`src/logic/baro_pkg.sv`:
```
/*
 Constants for the barometer status and result register group.
 Assumes byte-wide register addressing on the serial port's register side.
*/
// Functional notes
// - Low-current bit: 0 (default) normal low-noise, 1 low-current conversion.
// - Low-current setting applies to one-shot and continuous conversions alike.
// - Cause bit 7 reads 1 while trimming reload runs, else 0.
// - Cause bit 2 reads 1 when any delta event has been generated.
// - Cause bit 1 flags low delta event, bit 0 high delta event.
// - Queue bit 7 reads 1 when stored count is at or above watermark.
// - Queue bit 6 reads 1 when full and a sample was overwritten.
// - Six-bit level field reports unread samples, 0 empty to 32 full.
// - Status bit 5 temperature overrun, bit 4 pressure overrun.
// - Status bit 1 new temperature, bit 0 new pressure.
// - Status register refreshed once per output-rate cycle.
// - Pressure result 24-bit two's complement, low byte 28h, high 2Ah.
// - Pressure result equals measured pressure minus stored offset.
// - Temperature result 16-bit two's complement, low 2Bh, high 2Ch.
// - Reading filter reset register resets the pressure low-pass filter.
// - Pressure offset is 16-bit two's complement in two byte registers.
package baro_pkg;
  localparam logic [7:0] OFFS_LOW_ADDR   = 8'h18;
  localparam logic [7:0] OFFS_HIGH_ADDR  = 8'h19;
  localparam logic [7:0] LOW_PWR_ADDR    = 8'h1a;
  localparam logic [7:0] CAUSE_ADDR      = 8'h25;
  localparam logic [7:0] QUEUE_ADDR      = 8'h26;
  localparam logic [7:0] STATUS_ADDR     = 8'h27;
  localparam logic [7:0] PRESS_LOW_ADDR  = 8'h28;
  localparam logic [7:0] PRESS_MID_ADDR  = 8'h29;
  localparam logic [7:0] PRESS_HIGH_ADDR = 8'h2a;
  localparam logic [7:0] TEMP_LOW_ADDR   = 8'h2b;
  localparam logic [7:0] TEMP_HIGH_ADDR  = 8'h2c;
  localparam logic [7:0] FILT_RST_ADDR   = 8'h33;
  localparam int LC_BIT      = 0;
  localparam int RSVD_BIT    = 1;
  localparam int BOOT_BIT    = 7;
  localparam int ANY_BIT     = 2;
  localparam int LOW_BIT     = 1;
  localparam int HIGH_BIT    = 0;
  localparam int WTM_BIT     = 7;
  localparam int OVW_BIT     = 6;
  localparam int T_OR_BIT    = 5;
  localparam int P_OR_BIT    = 4;
  localparam int T_DA_BIT    = 1;
  localparam int P_DA_BIT    = 0;
  localparam logic [5:0]  QUEUE_FULL    = 6'h20;
  localparam logic [7:0]  LOW_PWR_RESET = 8'h00;
  localparam logic [15:0] OFFS_RESET    = 16'h0000;
  localparam logic [7:0]  BYTE_ZERO     = 8'h00;
endpackage

```
`src/logic/baro_status_regs.sv`:
```
/*
 Status and result register group of the barometer: event cause flags,
 queue level status, sample status, pressure and temperature results,
 pressure offset, low-power configuration and the filter-reset-on-read.
 Assumes a byte register port driven by the serial protocol engine and
 measurement, queue and trimming logic that deliver one-cycle strobes.
*/
`timescale 1ns/10ps
module baro_status_regs
  import baro_pkg::*;
(
  input  wire logic        mclk,
  input  wire logic        reset,
  input  wire logic [7:0]  reg_addr,
  input  wire logic        reg_rd,
  input  wire logic        reg_wr,
  input  wire logic [7:0]  reg_wdata,
  output logic      [7:0]  reg_rdata,
  input  wire logic        output_rate_tick,
  input  wire logic        press_sample_valid,
  input  wire logic [23:0] press_measured,
  input  wire logic        temp_sample_valid,
  input  wire logic [15:0] temp_measured,
  input  wire logic        trim_reload_busy,
  input  wire logic        low_delta_event,
  input  wire logic        high_delta_event,
  input  wire logic [5:0]  stored_sample_count,
  input  wire logic [4:0]  watermark_level,
  input  wire logic        queue_overwritten,
  output logic             low_current_select,
  output logic             pressure_lowpass_reset
);

  logic [7:0]  low_pwr_q, low_pwr_d;
  logic [15:0] offs_q, offs_d;
  logic [7:0]  cause_q, cause_d;
  logic [7:0]  queue_q, queue_d;
  logic [7:0]  status_q, status_d;
  logic [3:0]  pend_q, pend_d;
  logic [23:0] press_q, press_d;
  logic [15:0] temp_q, temp_d;
  logic [7:0]  rdata_q, rdata_d;
  logic        lpf_rst_q, lpf_rst_d;
  logic        rd_cause, rd_press, rd_temp;
  logic [23:0] offs_ext;

  assign rd_cause = reg_rd && (reg_addr == CAUSE_ADDR);
  assign rd_press = reg_rd && (reg_addr == PRESS_HIGH_ADDR);
  assign rd_temp  = reg_rd && (reg_addr == TEMP_HIGH_ADDR);
  assign offs_ext = {{8{offs_q[15]}}, offs_q};

  // Configuration: host keeps the reserved bit intact and only touches
  // the low-current bit in power down, so writes are stored as given.
  always_comb begin
    low_pwr_d = low_pwr_q;
    offs_d    = offs_q;
    if (reg_wr) begin
      unique case (reg_addr)
        LOW_PWR_ADDR:   low_pwr_d = reg_wdata;
        OFFS_LOW_ADDR:  offs_d[7:0] = reg_wdata;
        OFFS_HIGH_ADDR: offs_d[15:8] = reg_wdata;
        default:        low_pwr_d = low_pwr_q;
      endcase
    end
  end

  always_ff @(posedge mclk) begin
    if (reset) begin
      low_pwr_q <= LOW_PWR_RESET;
      offs_q    <= OFFS_RESET;
    end else begin
      low_pwr_q <= low_pwr_d;
      offs_q    <= offs_d;
    end
  end

  // Delta event flags are sticky until read, boot bit follows reload; an event in the read cycle wins.
  always_comb begin
    cause_d = BYTE_ZERO;
    cause_d[BOOT_BIT] = trim_reload_busy;
    cause_d[LOW_BIT]  = (cause_q[LOW_BIT] && !rd_cause) || low_delta_event;
    cause_d[HIGH_BIT] = (cause_q[HIGH_BIT] && !rd_cause) || high_delta_event;
    cause_d[ANY_BIT]  = cause_d[LOW_BIT] || cause_d[HIGH_BIT];
  end

  // Queue status mirrors the queue logic; count is capped at full.
  always_comb begin
    queue_d = BYTE_ZERO;
    queue_d[5:0] = (stored_sample_count > QUEUE_FULL) ? QUEUE_FULL
                                                      : stored_sample_count;
    queue_d[WTM_BIT] = (stored_sample_count >= {1'b0, watermark_level});
    queue_d[OVW_BIT] = queue_overwritten &&
                       (stored_sample_count >= QUEUE_FULL);
  end

  always_ff @(posedge mclk) begin
    if (reset) begin
      cause_q <= BYTE_ZERO;
      queue_q <= BYTE_ZERO;
    end else begin
      cause_q <= cause_d;
      queue_q <= queue_d;
    end
  end

  // New samples are gathered in pending bits during an output-rate cycle
  // and committed to the status register only on the cycle tick, so the
  // host never sees a half-updated status. Reading a result's high byte
  // clears its available and overrun bits; a commit in the same cycle wins.
  always_comb begin
    pend_d   = pend_q;
    status_d = status_q;
    press_d  = press_q;
    temp_d   = temp_q;
    if (press_sample_valid) begin
      press_d = press_measured - offs_ext;
      pend_d[P_DA_BIT] = 1'b1;
      pend_d[2] = pend_q[P_DA_BIT] || status_q[P_DA_BIT];
    end
    if (temp_sample_valid) begin
      temp_d = temp_measured;
      pend_d[T_DA_BIT] = 1'b1;
      pend_d[3] = pend_q[T_DA_BIT] || status_q[T_DA_BIT];
    end
    if (rd_press) begin
      status_d[P_DA_BIT] = 1'b0;
      status_d[P_OR_BIT] = 1'b0;
    end
    if (rd_temp) begin
      status_d[T_DA_BIT] = 1'b0;
      status_d[T_OR_BIT] = 1'b0;
    end
    if (output_rate_tick) begin
      status_d[P_DA_BIT] = status_d[P_DA_BIT] || pend_d[P_DA_BIT];
      status_d[T_DA_BIT] = status_d[T_DA_BIT] || pend_d[T_DA_BIT];
      status_d[P_OR_BIT] = status_d[P_OR_BIT] || pend_d[2];
      status_d[T_OR_BIT] = status_d[T_OR_BIT] || pend_d[3];
      pend_d = 4'h0;
    end
  end

  always_ff @(posedge mclk) begin
    if (reset) begin
      pend_q   <= 4'h0;
      status_q <= BYTE_ZERO;
      press_q  <= 24'h000000;
      temp_q   <= 16'h0000;
    end else begin
      pend_q   <= pend_d;
      status_q <= status_d;
      press_q  <= press_d;
      temp_q   <= temp_d;
    end
  end

  // Read data is registered; unmapped addresses return zero.
  always_comb begin
    rdata_d   = rdata_q;
    lpf_rst_d = 1'b0;
    if (reg_rd) begin
      unique case (reg_addr)
        OFFS_LOW_ADDR:   rdata_d = offs_q[7:0];
        OFFS_HIGH_ADDR:  rdata_d = offs_q[15:8];
        LOW_PWR_ADDR:    rdata_d = low_pwr_q;
        CAUSE_ADDR:      rdata_d = cause_q;
        QUEUE_ADDR:      rdata_d = queue_q;
        STATUS_ADDR:     rdata_d = status_q;
        PRESS_LOW_ADDR:  rdata_d = press_q[7:0];
        PRESS_MID_ADDR:  rdata_d = press_q[15:8];
        PRESS_HIGH_ADDR: rdata_d = press_q[23:16];
        TEMP_LOW_ADDR:   rdata_d = temp_q[7:0];
        TEMP_HIGH_ADDR:  rdata_d = temp_q[15:8];
        FILT_RST_ADDR: begin
          rdata_d   = BYTE_ZERO;
          lpf_rst_d = 1'b1;
        end
        default:         rdata_d = BYTE_ZERO;
      endcase
    end
  end

  always_ff @(posedge mclk) begin
    if (reset) begin
      rdata_q   <= BYTE_ZERO;
      lpf_rst_q <= 1'b0;
    end else begin
      rdata_q   <= rdata_d;
      lpf_rst_q <= lpf_rst_d;
    end
  end

  // One select serves both conversion kinds; the engine has no other copy.
  assign low_current_select     = low_pwr_q[LC_BIT];
  assign pressure_lowpass_reset = lpf_rst_q;
  assign reg_rdata              = rdata_q;
endmodule

```
`config.mk`:
```
export PLATFORM = sky130hd
export DESIGN_NAME = baro_status_regs
export DESIGN_NICKNAME = d
export VERILOG_FILES = /design/src/logic/baro_pkg.sv /design/src/logic/baro_status_regs.sv
export SDC_FILE = /design/constraint.sdc
export NUM_CORES = 1
export LEC_CHECK = 0
export ABC_AREA = 1
export BUFFER_PORTS_ARGS = -buffer_cell sky130_fd_sc_hd__clkbuf_2
export CAP_MARGIN = 25
export CORE_ASPECT_RATIO = 1.2
export CORE_MARGIN = 5
export CORE_UTILIZATION = 36
export CTS_BUF_LIST = sky130_fd_sc_hd__clkbuf_8 sky130_fd_sc_hd__clkbuf_16
export DETAILED_ROUTE_END_ITERATION = 10
export GPL_TIMING_DRIVEN = 0
export PLACE_DENSITY = 0.61
export SKIP_CTS_REPAIR_TIMING = 1
export SYNTH_ARGS = -nofsm -noshare
export SYNTH_HDL_FRONTEND = slang
export SYNTH_SLANG_ARGS = --single-unit
```
`constraint.sdc`:
```
create_clock -name mclk -period 4.38 [get_ports mclk]
set_input_delay 0.438 -clock mclk [delete_from_list [all_inputs] [get_ports mclk]]
set_output_delay 0.438 -clock mclk [all_outputs]
set_load 0.05 [all_outputs]
```
Yosys cells after proc, flatten, opt, wreduce, memory -nomap -nowiden. Cells that the tools add are included.

Div/mod/pow operators: 0. $add $sub $neg: 1. $lt $le $gt $ge: 3. Equality and inequality tests: 12. Multiplexer cells: 13. Multipliers: 0. Shift-type cells: 0. Bitwise gates (word level): 1. Reduce and logical (&&, ||, !) cells: 22.

Operators with widths (count): $pmux W8 S11 (1); $eq A8 B6 Y1 const B (9); $eq A8 B5 Y1 const B (3); $sub A24 B24 Y24 (1); $logic_or A1 B1 Y1 (9); $mux W1 (9); $ge A6 B5 Y1 (1); $ge A6 B6 Y1 const B (1); $gt A6 B6 Y1 const B (1); $logic_and A1 B1 Y1 (6); $mux W6 (1); $reduce_and A2 Y1 (3); $reduce_or A2 Y1 (3); $mux W2 (2); $logic_not A1 Y1 (1); $not A1 Y1 (1).

Memories: 0. Bits in registers: 97. Latch bits: 0. RAM bits: 0. Memory bits (read-only): 0. Input port bits: 78.

Depth between registers and ports, before layout. Gate-level depths: netlist of the first run.

Word-level depth: 6. Gate-level depth with buffers: 14. Mapped depth without buffers: 14.

Worst setup path after synthesis of the first run. Ideal clock, no wire load.

Path type: input -> register. Start: in press_measured[0]. End: reg press_q[16]. Buffers on the path: 0. Path slack: 2483 ps. Arrival: 1788 ps. Setup time: 109 ps. Stages: 13. Required time: 4271 ps. Cell sequence: inv_1 -> ha_1 -> fa_1 -> inv_1 -> nand3_1 -> nand3_1 -> nand2_1 -> nand2_1 -> nand3_1 -> nand3_1 -> nand3_1 -> nand2_1 -> inv_1.

Cells in the longest elaborated chain, start to end: 1.

Ends and longest elaborated chain: start, declared (line baro_status_regs.sv:21) `input wire logic [23:0] press_measured,`; $sub A24 B24 Y24 (line baro_status_regs.sv:116) `press_d = press_measured - offs_ext;`; end signal, assigned (line baro_status_regs.sv:151) `press_q <= press_d;`; end, declared (line baro_status_regs.sv:40) `logic [23:0] press_q, press_d;`.

No other way between the ends. A chain may end at the register's enable or synchronous reset.

Final worst setup path of the first run.
Start: reg offs_q[15]. End: reg press_q[22].

Cells in the longest elaborated chain, start to end: 1.

Ends and longest elaborated chain: start, declared (line baro_status_regs.sv:35) `logic [15:0] offs_q, offs_d;`; start signal, assigned (line baro_status_regs.sv:73) `offs_q <= offs_d;`; $sub A24 B24 Y24 (line baro_status_regs.sv:116).

No other way between the ends.

==> flow_metrics.tcl, run 1 <==
set metrics [dict create \
    synth_xor_area_share_pct 1.31 \
    drt_wl_total_mm 18.6 \
    fin_crit_ns 2.34 \
    synth_area_sq_um 6020 \
    met1_usage_pct 24.2 \
    synth-simple-area-share_pct 35.7 \
    tns_ns 0 \
    portBuffers 86 \
    area_growth_pct 16.8 \
    critPathLaunchType "flop" \
    async_flop_share_pct 0 \
    nNetsFinal 1186 \
    synth_cell_types 33 \
    synth_compound_area_share_pct 12.3 \
    outcome "completed" \
    synth-seq-cells 93 \
    antenna_found_initial 0 \
    grt_pass1_vias 5903 \
    synth_fa_ha_area_share_pct 6.15 \
    track_usage_pct 19.4 \
    drive_gt1_share_pct 12.5 \
    hold_slack_ns 0.315 \
    worstPathArrival_ns 2.59 \
    leakage_nw 3.66 \
    final-max-slew-violation-count 0 \
    rows 51 \
    drt_iter0_markers 329 \
    vias 6127 \
    gp_congestion 0.927 \
    finalCritPeriodShare_pct 53.4 \
    fin_ws_ns 2.04 \
    grt_max_degree 16 \
    ioPinCount 88 \
    crit_required_ns 4.63 \
    numCtsBuffers 9 \
    clkLatencyLatePin_ns 0.34 \
    numClockSinks 93 \
    synth_area_leader_cell "dfxtp_1" \
    synth.most_common_cell "nand2_1" \
    synth_warnings 0 \
    skew_ns 0.00616 \
    slew-limit-headroom_pct 54.0 \
    via_per_inst 4.73 \
    synth.top_cell.area_share_pct 30.9 \
    hp-class "in -> reg" \
    cpMostUsedCell "nand2_1" \
    cts_root_buf "clkbuf_16" \
    hold_viol 0 \
    die_h_um 152 \
    drt-wirelength-per-cell_um 14.4 \
    worst_path_max_delay_cell "ha_1" \
    synth_flop_cell "dfxtp_1" \
    grt_overflow_total 0 \
    dp_hpwl_mm 15.2 \
    ir_worst_vdd_v 0.000166 \
    met2_usage_pct 34.9 \
    synthCells 982 \
    met3_usage_pct 1.86 \
    tightest_slew_ns 0.690 \
    core_sq_um 16300 \
    pre_cts_ws_ns 2.05 \
    drv_cap 0 \
    syn_area_per_cell_sq_um 6.13 \
    path_clk_slew_ns 0.07 \
    cp_max_fo 9 \
    grt_pass1_wl_mm 29.6 \
    worst-setup-path-type "reg -> reg" \
    netlist_top_cells_area "dfxtp_1 31%, nand2_1 14%, inv_1 11%, nor2_1 8.7%, nand3_1 8.5%" \
    dieArea_sq_um 19400 \
    yosysSeqAreaShare_pct 30.9 \
    critPathMaxStageDelay_ns 0.48 \
    post-route-util_pct 43.0 \
    antennaDiodeCount 0 \
    htree_levels 3 \
    cp-end-kind "flop" \
    firstDrtPassIters 5 \
    cts_tree "yes" \
    drc 0 \
    fmax_ghz 0.427 \
    synthesis.nets 1089 \
    p_per_area_nw_per_um2 293 \
    synth_common_cells "232 x nand2_1, 174 x inv_1, 140 x nor2_1" \
    busiest_layer "met2" \
    drtAntennaViolNets 0 \
    start_util_pct 36.9 \
    setup_viol 0 \
    synth.area.mux_share_pct 0 \
    crit_chain "inv_1, ha_1, nand2_1, nor2_1, nand2_1, nor2_1, nand2_1, nand4_1, nand3_1, nand2_1, inv_1" \
    synth_edf_count 0 \
    synth_top_family_by_area "simple AND/OR/NAND/NOR gates" \
    die_w_um 128 \
    power_mw 2.06 \
    rsz0062_at_grt "no" \
    cts_buffer_depth 2 \
]
-- stage by stage --
step,instances,instance area (sq um)
detailed placement,1280,6720
global route,1296,7030
finish,1296,7030
global placement,1280,6720
floorplan,982,6020
CTS,1296,7030
-- worst max-delay path, delay by kind of cell (launching register included) --
family	cells	cell delay [ns]
buf+inv	2	0.30
fa+ha+maj	1	0.48
flops	1	0.44
simple gates	8	1.02
-- cell usage in the layout, fill, tap and decap left out, types with 8 or more instances in the layout --
master,netlist,final
clkbuf_1,11,11
xor2_1,8,8
inv_1,174,174
nor2_1,140,140
nand3_1,102,102
clkbuf_16,0,9
o21ai_0,65,65
ha_1,28,28
nand2_1,232,232
dfxtp_1,93,93
nand4_1,8,8
a21oi_1,64,64
clkbuf_2,0,86
-- cell families (layout without fill, tap and decap cells) --
| group | Yosys count | in the layout |
|---|---|---|
| XOR/XNOR | 9 | 9 |
| adder cells (fa/ha/maj) | 29 | 29 |
| AND/OR/NAND/NOR | 503 | 503 |
| buffers and inverters | 205 | 307 |
| AO/OA/AOI/OAI | 143 | 143 |
| flip-flops | 93 | 93 |
-- flip-flops by register name, summed over array words and instances (netlist names) --
| name | flops |
|---|---|
| pend_q | 4 |
| queue_q | 8 |
| low_pwr_q | 8 |
| pressure_lowpass_reset | 1 |
| press_q | 24 |
| status_q | 4 |
| cause_q | 4 |
| offs_q | 16 |
| reg_rdata | 8 |
| temp_q | 16 |
-- worst paths after layout --
check / from / endpoint / slack (ns) / depth (start not counted)
setup / recovery: offs_q[15]$_SDFFE_PP0P_ / press_q[22]$_SDFFE_PP0P_ / 2.04 / 11
hold / removal: trim_reload_busy / cause_q[7]$_SDFF_PP0_ / 0.32 / 3
setup reg to reg: offs_q[15]$_SDFFE_PP0P_ / press_q[22]$_SDFFE_PP0P_ / 2.04 / 11
hold reg to reg: low_pwr_q[7]$_SDFFE_PP0P_ / low_pwr_q[7]$_SDFFE_PP0P_ / 0.45 / 2
-- power breakdown --
group          switching [mW]  internal (mW)
registers              0.0191          0.885
clock network           0.335          0.497
logic                   0.209          0.118
-- metal layers --
metal,routed length (um),part of all wire (%),up-vias
li1,-,-,3261
met5,0,0,-
met2,9090,49,147
met3,830,4.5,29
met4,508,2.7,0
met1,8210,44,2690
-- layout make-up --
type | instances | area (sq um)
Inverter | 177 | 664
Timing Repair Buffer | 86 | 430
Multi-Input combinational cell | 684 | 3340
Clock buffer | 9 | 225
Buffer | 28 | 155
Tap cell | 212 | 265
Clock inverter | 7 | 90.1
Fill cell | 1819 | 9300
Sequential cell | 93 | 1860
No activity file was read; power rests on OpenSTA's default activity.
==> inputs of run 2 (changes only) <==
--- a/config.mk
+++ b/config.mk
@@ -5,7 +5,7 @@
 export SDC_FILE = /design/constraint.sdc
 export NUM_CORES = 1
 export LEC_CHECK = 0
-export ABC_AREA = 1
+export ABC_AREA = 0
 export BUFFER_PORTS_ARGS = -buffer_cell sky130_fd_sc_hd__clkbuf_2
 export CAP_MARGIN = 25
 export CORE_ASPECT_RATIO = 1.2
==> constraint.sdc (replaced) <==
create_clock -name mclk -period 2.3 [get_ports mclk]
set_input_delay 0.23 -clock mclk [delete_from_list [all_inputs] [get_ports mclk]]
set_output_delay 0.23 -clock mclk [all_outputs]
set_load 0.05 [all_outputs]
==> run 2 against run 1 <==
Compared with the run above: the run now ends with setup timing left; non-clock buffer count up 7; critical endpoint is now press_q[20]$_SDFFE_PP0P_; count of clock-buffer cells in the layout unchanged; largest power group unchanged; highest routed layer unchanged; sequential power up 91%; worst hold slack worse by 0.22 ns.
==> flow_metrics.tcl, run 2 <==
set metrics [dict create \
    area_growth_pct 26.2 \
    numCtsBuffers 9 \
    setup_viol 3 \
    synth_area_sq_um 5200 \
    ir_worst_vdd_v 0.000350 \
    firstDrtPassIters 5 \
    critPathMaxStageDelay_ns 0.44 \
    clkLatencyLatePin_ns 0.34 \
    die_h_um 142 \
    start_util_pct 36.4 \
    critPathLaunchType "flop" \
    rr_startpoint "offs_q[13]$_SDFFE_PP0P_" \
    core_sq_um 14300 \
    grt_max_degree 15 \
    min_to "queue_q[6]$_SDFF_PP0_" \
    path_clk_slew_ns 0.06 \
    drc 0 \
    synthCells 612 \
    violations "setup timing" \
    crit_required_ns 2.52 \
    final_cell_mix "85 x nor2_1, 82 x dfxtp_1, 82 x clkbuf_2, 49 x mux2i_1, 33 x nand2_1" \
    drt_iter0_markers 331 \
    dieArea_sq_um 17000 \
    p_per_area_nw_per_um2 592 \
    synth_area_leader_cell "dfxtp_1" \
    htree_levels 3 \
    pre_cts_ws_ns -0.630 \
    skew_ns 0.00805 \
    crit_chain "inv_1, ha_2, a21o_1, a31oi_1, nor2b_1, o41ai_2, o31ai_4, xnor2_1, o21ai_0" \
    synth_common_cells "93 x dfxtp_1, 86 x nor2_1, 49 x mux2i_1" \
    largest_reg_flops 24 \
    synth_edf_count 0 \
    antennaDiodeCount 0 \
    fillers 1399 \
    vias 4858 \
    hold_viol 0 \
    path_depth 9 \
    synth-seq-cells 93 \
    finalCritPeriodShare_pct 102 \
    worst-setup-path-type "reg -> reg" \
    syn_area_per_cell_sq_um 8.50 \
    worstPathBufferInverterCount 1 \
    synth_cell_types 60 \
    hp-class "in -> reg" \
    tns_ns -0.101 \
    final-max-slew-violation-count 0 \
    drtAntennaViolNets 0 \
    path_delay_family "compound AO/OA/AOI/OAI gates" \
    fin_area_sq_um 6570 \
    drt-wirelength-per-cell_um 18.1 \
    rsz0062_at_grt "yes" \
    via_per_inst 5.45 \
    async_flop_share_pct 0 \
    synth.top_cell.area_share_pct 35.8 \
    netlist_top_cells_area "dfxtp_1 36%, mux2i_1 9.4%, ha_1 6.7%, nor2_1 6.2%, a21oi_1 3.3%" \
    final_common_cell "nor2_1" \
    numClockSinks 93 \
    regToRegEndpoint "press_q[20]$_SDFFE_PP0P_" \
    power_mw 3.88 \
    drt_wl_total_mm 16.2 \
    synth_flop_cell "dfxtp_1" \
    synthesis.nets 719 \
    antenna_found_initial 0 \
    dpl_cell_area_sq_um 5840 \
    top_register "press_q" \
    synth_warnings 0 \
    cts_root_buf "clkbuf_16" \
    slew-limit-headroom_pct 53.3 \
    cp-end-kind "flop" \
    nNetsFinal 818 \
    rrSetupSlack_ns -0.05 \
    ioPinCount 88 \
    cts_tree "yes" \
    rows 48 \
    grt_pass1_vias 4819 \
    final_cells 891 \
    synth.most_common_cell "dfxtp_1" \
    fin_ws_ns -0.0507 \
    fmax_ghz 0.425 \
    die_w_um 120 \
    dp_hpwl_mm 12.8 \
    r2r_cells 9 \
    tightest_slew_ns 0.700 \
    leakage_nw 2.81 \
    drive_gt1_share_pct 24.9 \
    grt_overflow_total 0 \
    cts_buffer_depth 2 \
    cp_max_fo 9 \
    track_usage_pct 18.4 \
    worst_path_max_delay_cell "o41ai_2" \
    worstHoldStart "queue_overwritten" \
    worstPathArrival_ns 2.57 \
    top_regs "press_q (24), offs_q (16), temp_q (16)" \
    fin_crit_ns 2.35 \
    grt_pass1_wl_mm 24.6 \
    yosysSeqAreaShare_pct 35.8 \
    placed_cells 869 \
    hold_depth 2 \
    gp_congestion 0.918 \
    portBuffers 82 \
    drv_cap 0 \
    outcome "finished, violations left" \
]
run 2: cell count changes in the layout (fill, tap and decap cells not counted), sizes merged, moves of 10 or more:
cell   change
a22oi     +13
a22o      +16
nor2      -64
o21ai     -38
mux2i     +49
inv      -143
xnor2     +12
nand2    -200
nor2b     +10
nand3     -83
a21oi     -34
run 2: area by class of cell:
class | instances | area (sq um) | share of cell area, %
Clock inverter | 7 | 83.8 | 1.28
Sequential cell | 93 | 1880 | 28.6
Timing Repair Buffer | 91 | 494 | 7.53
Tap cell | 175 | 219 | 3.34
Clock buffer | 9 | 225 | 3.43
Multi-Input combinational cell | 454 | 3420 | 52.1
Buffer | 30 | 118 | 1.79
Inverter | 32 | 125 | 1.91
run 2: metrics by stage:
stage,hold WS [ns],util (%)
2_1_floorplan,0.307,-
3_3_place_gp,0.451,40.9
3_5_place_dp,0.449,40.9
4_1_cts,0.0895,43.0
5_1_grt,0.108,45.9
6_report,0.0994,45.9
run 2: worst max-delay path by stage:
stage	from	end
floorplan	offs_q[1]$_SDFFE_PP0P_	press_q[23]$_SDFFE_PP0P_
global placement	offs_q[1]$_SDFFE_PP0P_	press_q[23]$_SDFFE_PP0P_
detailed placement	offs_q[1]$_SDFFE_PP0P_	press_q[23]$_SDFFE_PP0P_
CTS	offs_q[1]$_SDFFE_PP0P_	press_q[23]$_SDFFE_PP0P_
global route	offs_q[13]$_SDFFE_PP0P_	press_q[20]$_SDFFE_PP0P_
finish	offs_q[13]$_SDFFE_PP0P_	press_q[20]$_SDFFE_PP0P_
run 2: where the power goes:
part | switching [mW] | internal (mW)
sequential | 0.0494 | 1.68
combinational | 0.350 | 0.274
clock | 0.592 | 0.938
total | 0.991 | 2.89
run 2: kinds of logic (layout without fill, tap and decap cells):
family | Yosys count | in the layout | synth area share (%)
mux | 53 | 53 | 10.3
xor+xnor | 18 | 18 | 3.03
simple gates | 197 | 197 | 18.3
compound gates | 156 | 156 | 20.4
flops | 93 | 93 | 35.8
buf+inv | 65 | 169 | 4.78
fa+ha+maj | 30 | 30 | 7.33
run 2: worst reg2reg max path: stages, from the launching register on:
cell and delay [ns]:
dfxtp_2 0.36, inv_1 0.06, ha_2 0.34, a21o_1 0.27, a31oi_1 0.24, nor2b_1 0.10, o41ai_2 0.44, o31ai_4 0.13
xnor2_1 0.20, o21ai_0 0.09
run 2: routing by layer:
metal | GRT usage [%] | vias to the layer above | wire (um)
met5 | 0 | - | 0
li1 | - | 2406 | -
met3 | 2.59 | 39 | 675
met1 | 21.8 | 2272 | 6920
met2 | 32.5 | 141 | 7940
met4 | 8.99 | 0 | 623
==> inputs of run 3 (changes only) <==
--- a/config.mk
+++ b/config.mk
@@ -10,11 +10,11 @@
 export CAP_MARGIN = 25
 export CORE_ASPECT_RATIO = 1.2
 export CORE_MARGIN = 5
-export CORE_UTILIZATION = 36
+export CORE_UTILIZATION = 55
 export CTS_BUF_LIST = sky130_fd_sc_hd__clkbuf_8 sky130_fd_sc_hd__clkbuf_16
 export DETAILED_ROUTE_END_ITERATION = 10
 export GPL_TIMING_DRIVEN = 0
-export PLACE_DENSITY = 0.61
+export PLACE_DENSITY = 0.84
 export SKIP_CTS_REPAIR_TIMING = 1
 export SYNTH_ARGS = -nofsm -noshare
 export SYNTH_HDL_FRONTEND = slang
==> run 3 against run 2 <==
Compared with the run above: the flow still finishes with violations (setup timing); combinational power grew 4.5%; sequential share of layout area down 0.14 points; largest power group unchanged; global-route usage is 8.4 points higher; critical endpoint is now press_q[23]$_SDFFE_PP0P_; final area is 0.42% higher; worst hold slack lost 0.0054 ns; routed wire length increased by 4.2%; power grew 2.5%; clock skew rose by 0.0030 ns; first-iteration DRC count rose by 27%; count of clock-buffer cells in the layout rose by 1.
==> flow_metrics.tcl, run 3 (synthesis gave the netlist of run 2 again) <==
set metrics [dict create \
    drt_wl_total_mm 16.8 \
    drtAntennaViolNets 0 \
    crit_required_ns 2.54 \
    top_regs "press_q (24), offs_q (16), temp_q (16)" \
    firstDrtPassIters 7 \
    multi_input_area_sq_um 3480 \
    cts_tree "yes" \
    ioPinCount 88 \
    antenna_found_initial 0 \
    rows 39 \
    track_usage_pct 26.8 \
    grt_max_degree 16 \
    worst-setup-path-type "reg -> reg" \
    dpl_cell_area_sq_um 5780 \
    rsz0062_at_grt "yes" \
    worstPathArrival_ns 2.68 \
    switching_share_pct 26.1 \
    final_common_cell "nor2_1" \
    hold_slack_ns 0.0939 \
    dieArea_sq_um 11500 \
    cts_buffer_depth 2 \
    fin_area_sq_um 6590 \
    finalCritPeriodShare_pct 106 \
    violations "setup timing" \
    drt-wirelength-per-cell_um 20.0 \
    cp_max_fo 4 \
    grt_pass1_vias 4906 \
    p_seq_share_pct 43.5 \
    p_sw_mw 1.04 \
    tns_ns -0.443 \
    portBuffers 82 \
    cts_root_buf "clkbuf_16" \
    start_util_pct 55.5 \
    leakage_nw 2.83 \
    die_h_um 117 \
    fmax_ghz 0.410 \
    hold_viol 0 \
    combPwrFrac_pct 16.4 \
    die_w_um 98.8 \
    core_sq_um 9370 \
    numClockSinks 93 \
    gp_congestion 0.995 \
    top_register "press_q" \
    power.internal_mw 2.94 \
    numCtsBuffers 9 \
    ff_latch_area_sq_um 1880 \
    slew-limit-headroom_pct 54.2 \
    via_per_inst 6.15 \
    nNetsFinal 823 \
    largest_reg_flops 24 \
    cp-end-kind "flop" \
    fin_ws_ns -0.140 \
    drc 0 \
    p_per_area_nw_per_um2 604 \
    critPathLaunchType "flop" \
    area_growth_pct 26.7 \
    dp_hpwl_mm 12.2 \
    path_clk_slew_ns 0.06 \
    grt_overflow_total 0 \
    antennaDiodeCount 0 \
    fin_crit_ns 2.44 \
    fillers 742 \
    setup_viol 7 \
    drt_iter0_markers 419 \
    clkLatencyLatePin_ns 0.35 \
    grt_pass1_wl_mm 24.5 \
    drive_gt1_share_pct 25.5 \
    skew_ns 0.0111 \
    final-max-slew-violation-count 0 \
    tightest_slew_ns 0.686 \
    drv_cap 0 \
    vias 5194 \
    ir_worst_vdd_v 0.000343 \
    final_cell_mix "86 x nor2_1, 85 x dfxtp_1, 82 x clkbuf_2, 49 x mux2i_1, 33 x nand2_1" \
    outcome "finished, violations left" \
    hp-class "in -> reg" \
    htree_levels 3 \
    power_frac_clock_pct 40.1 \
]
## run 3: worst paths after layout
check / start / to / slack, ns / cells after the start
worst max-delay path: offs_q[1]$_SDFFE_PP0P_ / press_q[23]$_SDFFE_PP0P_ / -0.14 / 10
worst min-delay path: queue_overwritten / queue_q[6]$_SDFF_PP0_ / 0.09 / 2
worst max register to register: offs_q[1]$_SDFFE_PP0P_ / press_q[23]$_SDFFE_PP0P_ / -0.14 / 10
worst min register to register: press_q[20]$_SDFFE_PP0P_ / press_q[20]$_SDFFE_PP0P_ / 0.48 / 2
## run 3: routing by layer
layer | vias to the layer above | share of wire [%] | GRT usage [%]
li1 | 2417 | - | -
met1 | 2392 | 38 | 30.7
met2 | 308 | 50 | 48.1
met3 | 77 | 6.9 | 3.46
met4 | 0 | 5.4 | 15.2
met5 | - | 0 | 0
## run 3: critical path, cell delays in order, from the launching register on
cell      delay [ns]
dfxtp_4         0.39
inv_4           0.05
ha_4            0.24
nor2b_4         0.13
o2111a_2        0.26
o21ai_4         0.10
a21oi_4         0.23
a221oi_4        0.12
o41ai_4         0.49
nor3b_2         0.09
a211o_1         0.23
## run 3: power groups by stage
stage	sequential [mW]	clock, mW	combinational (mW)
global placement	1.76	0	0.520
CTS	1.73	1.59	0.544
floorplan	1.74	0	0.359
finish	1.73	1.60	0.652
global route	1.73	1.66	0.707
detailed placement	1.76	0	0.539
## run 3: through the flow
| stage | std cells | setup WS (ns) | power [mW] | utilization (%) |
|---|---|---|---|---|
| finish | 844 | -0.140 | 3.98 | 70.4 |
| global route | 844 | -0.219 | 4.10 | 70.4 |
| CTS | 833 | -0.566 | 3.86 | 65.1 |
| detailed placement | 817 | -0.553 | 2.30 | 61.6 |
| global placement | 817 | -0.516 | 2.28 | 61.6 |
| floorplan | 612 | 0.0244 | 2.10 | - |
## run 3: final cells by class
cell class	instances	area share [%]
clock inverters	6	1.33
multi-input cells	454	52.8
flip-flops and latches	93	28.5
inverters	32	1.92
clock buffers	10	3.62
well taps	123	2.33
plain buffers	31	1.84
repair buffers	95	7.71
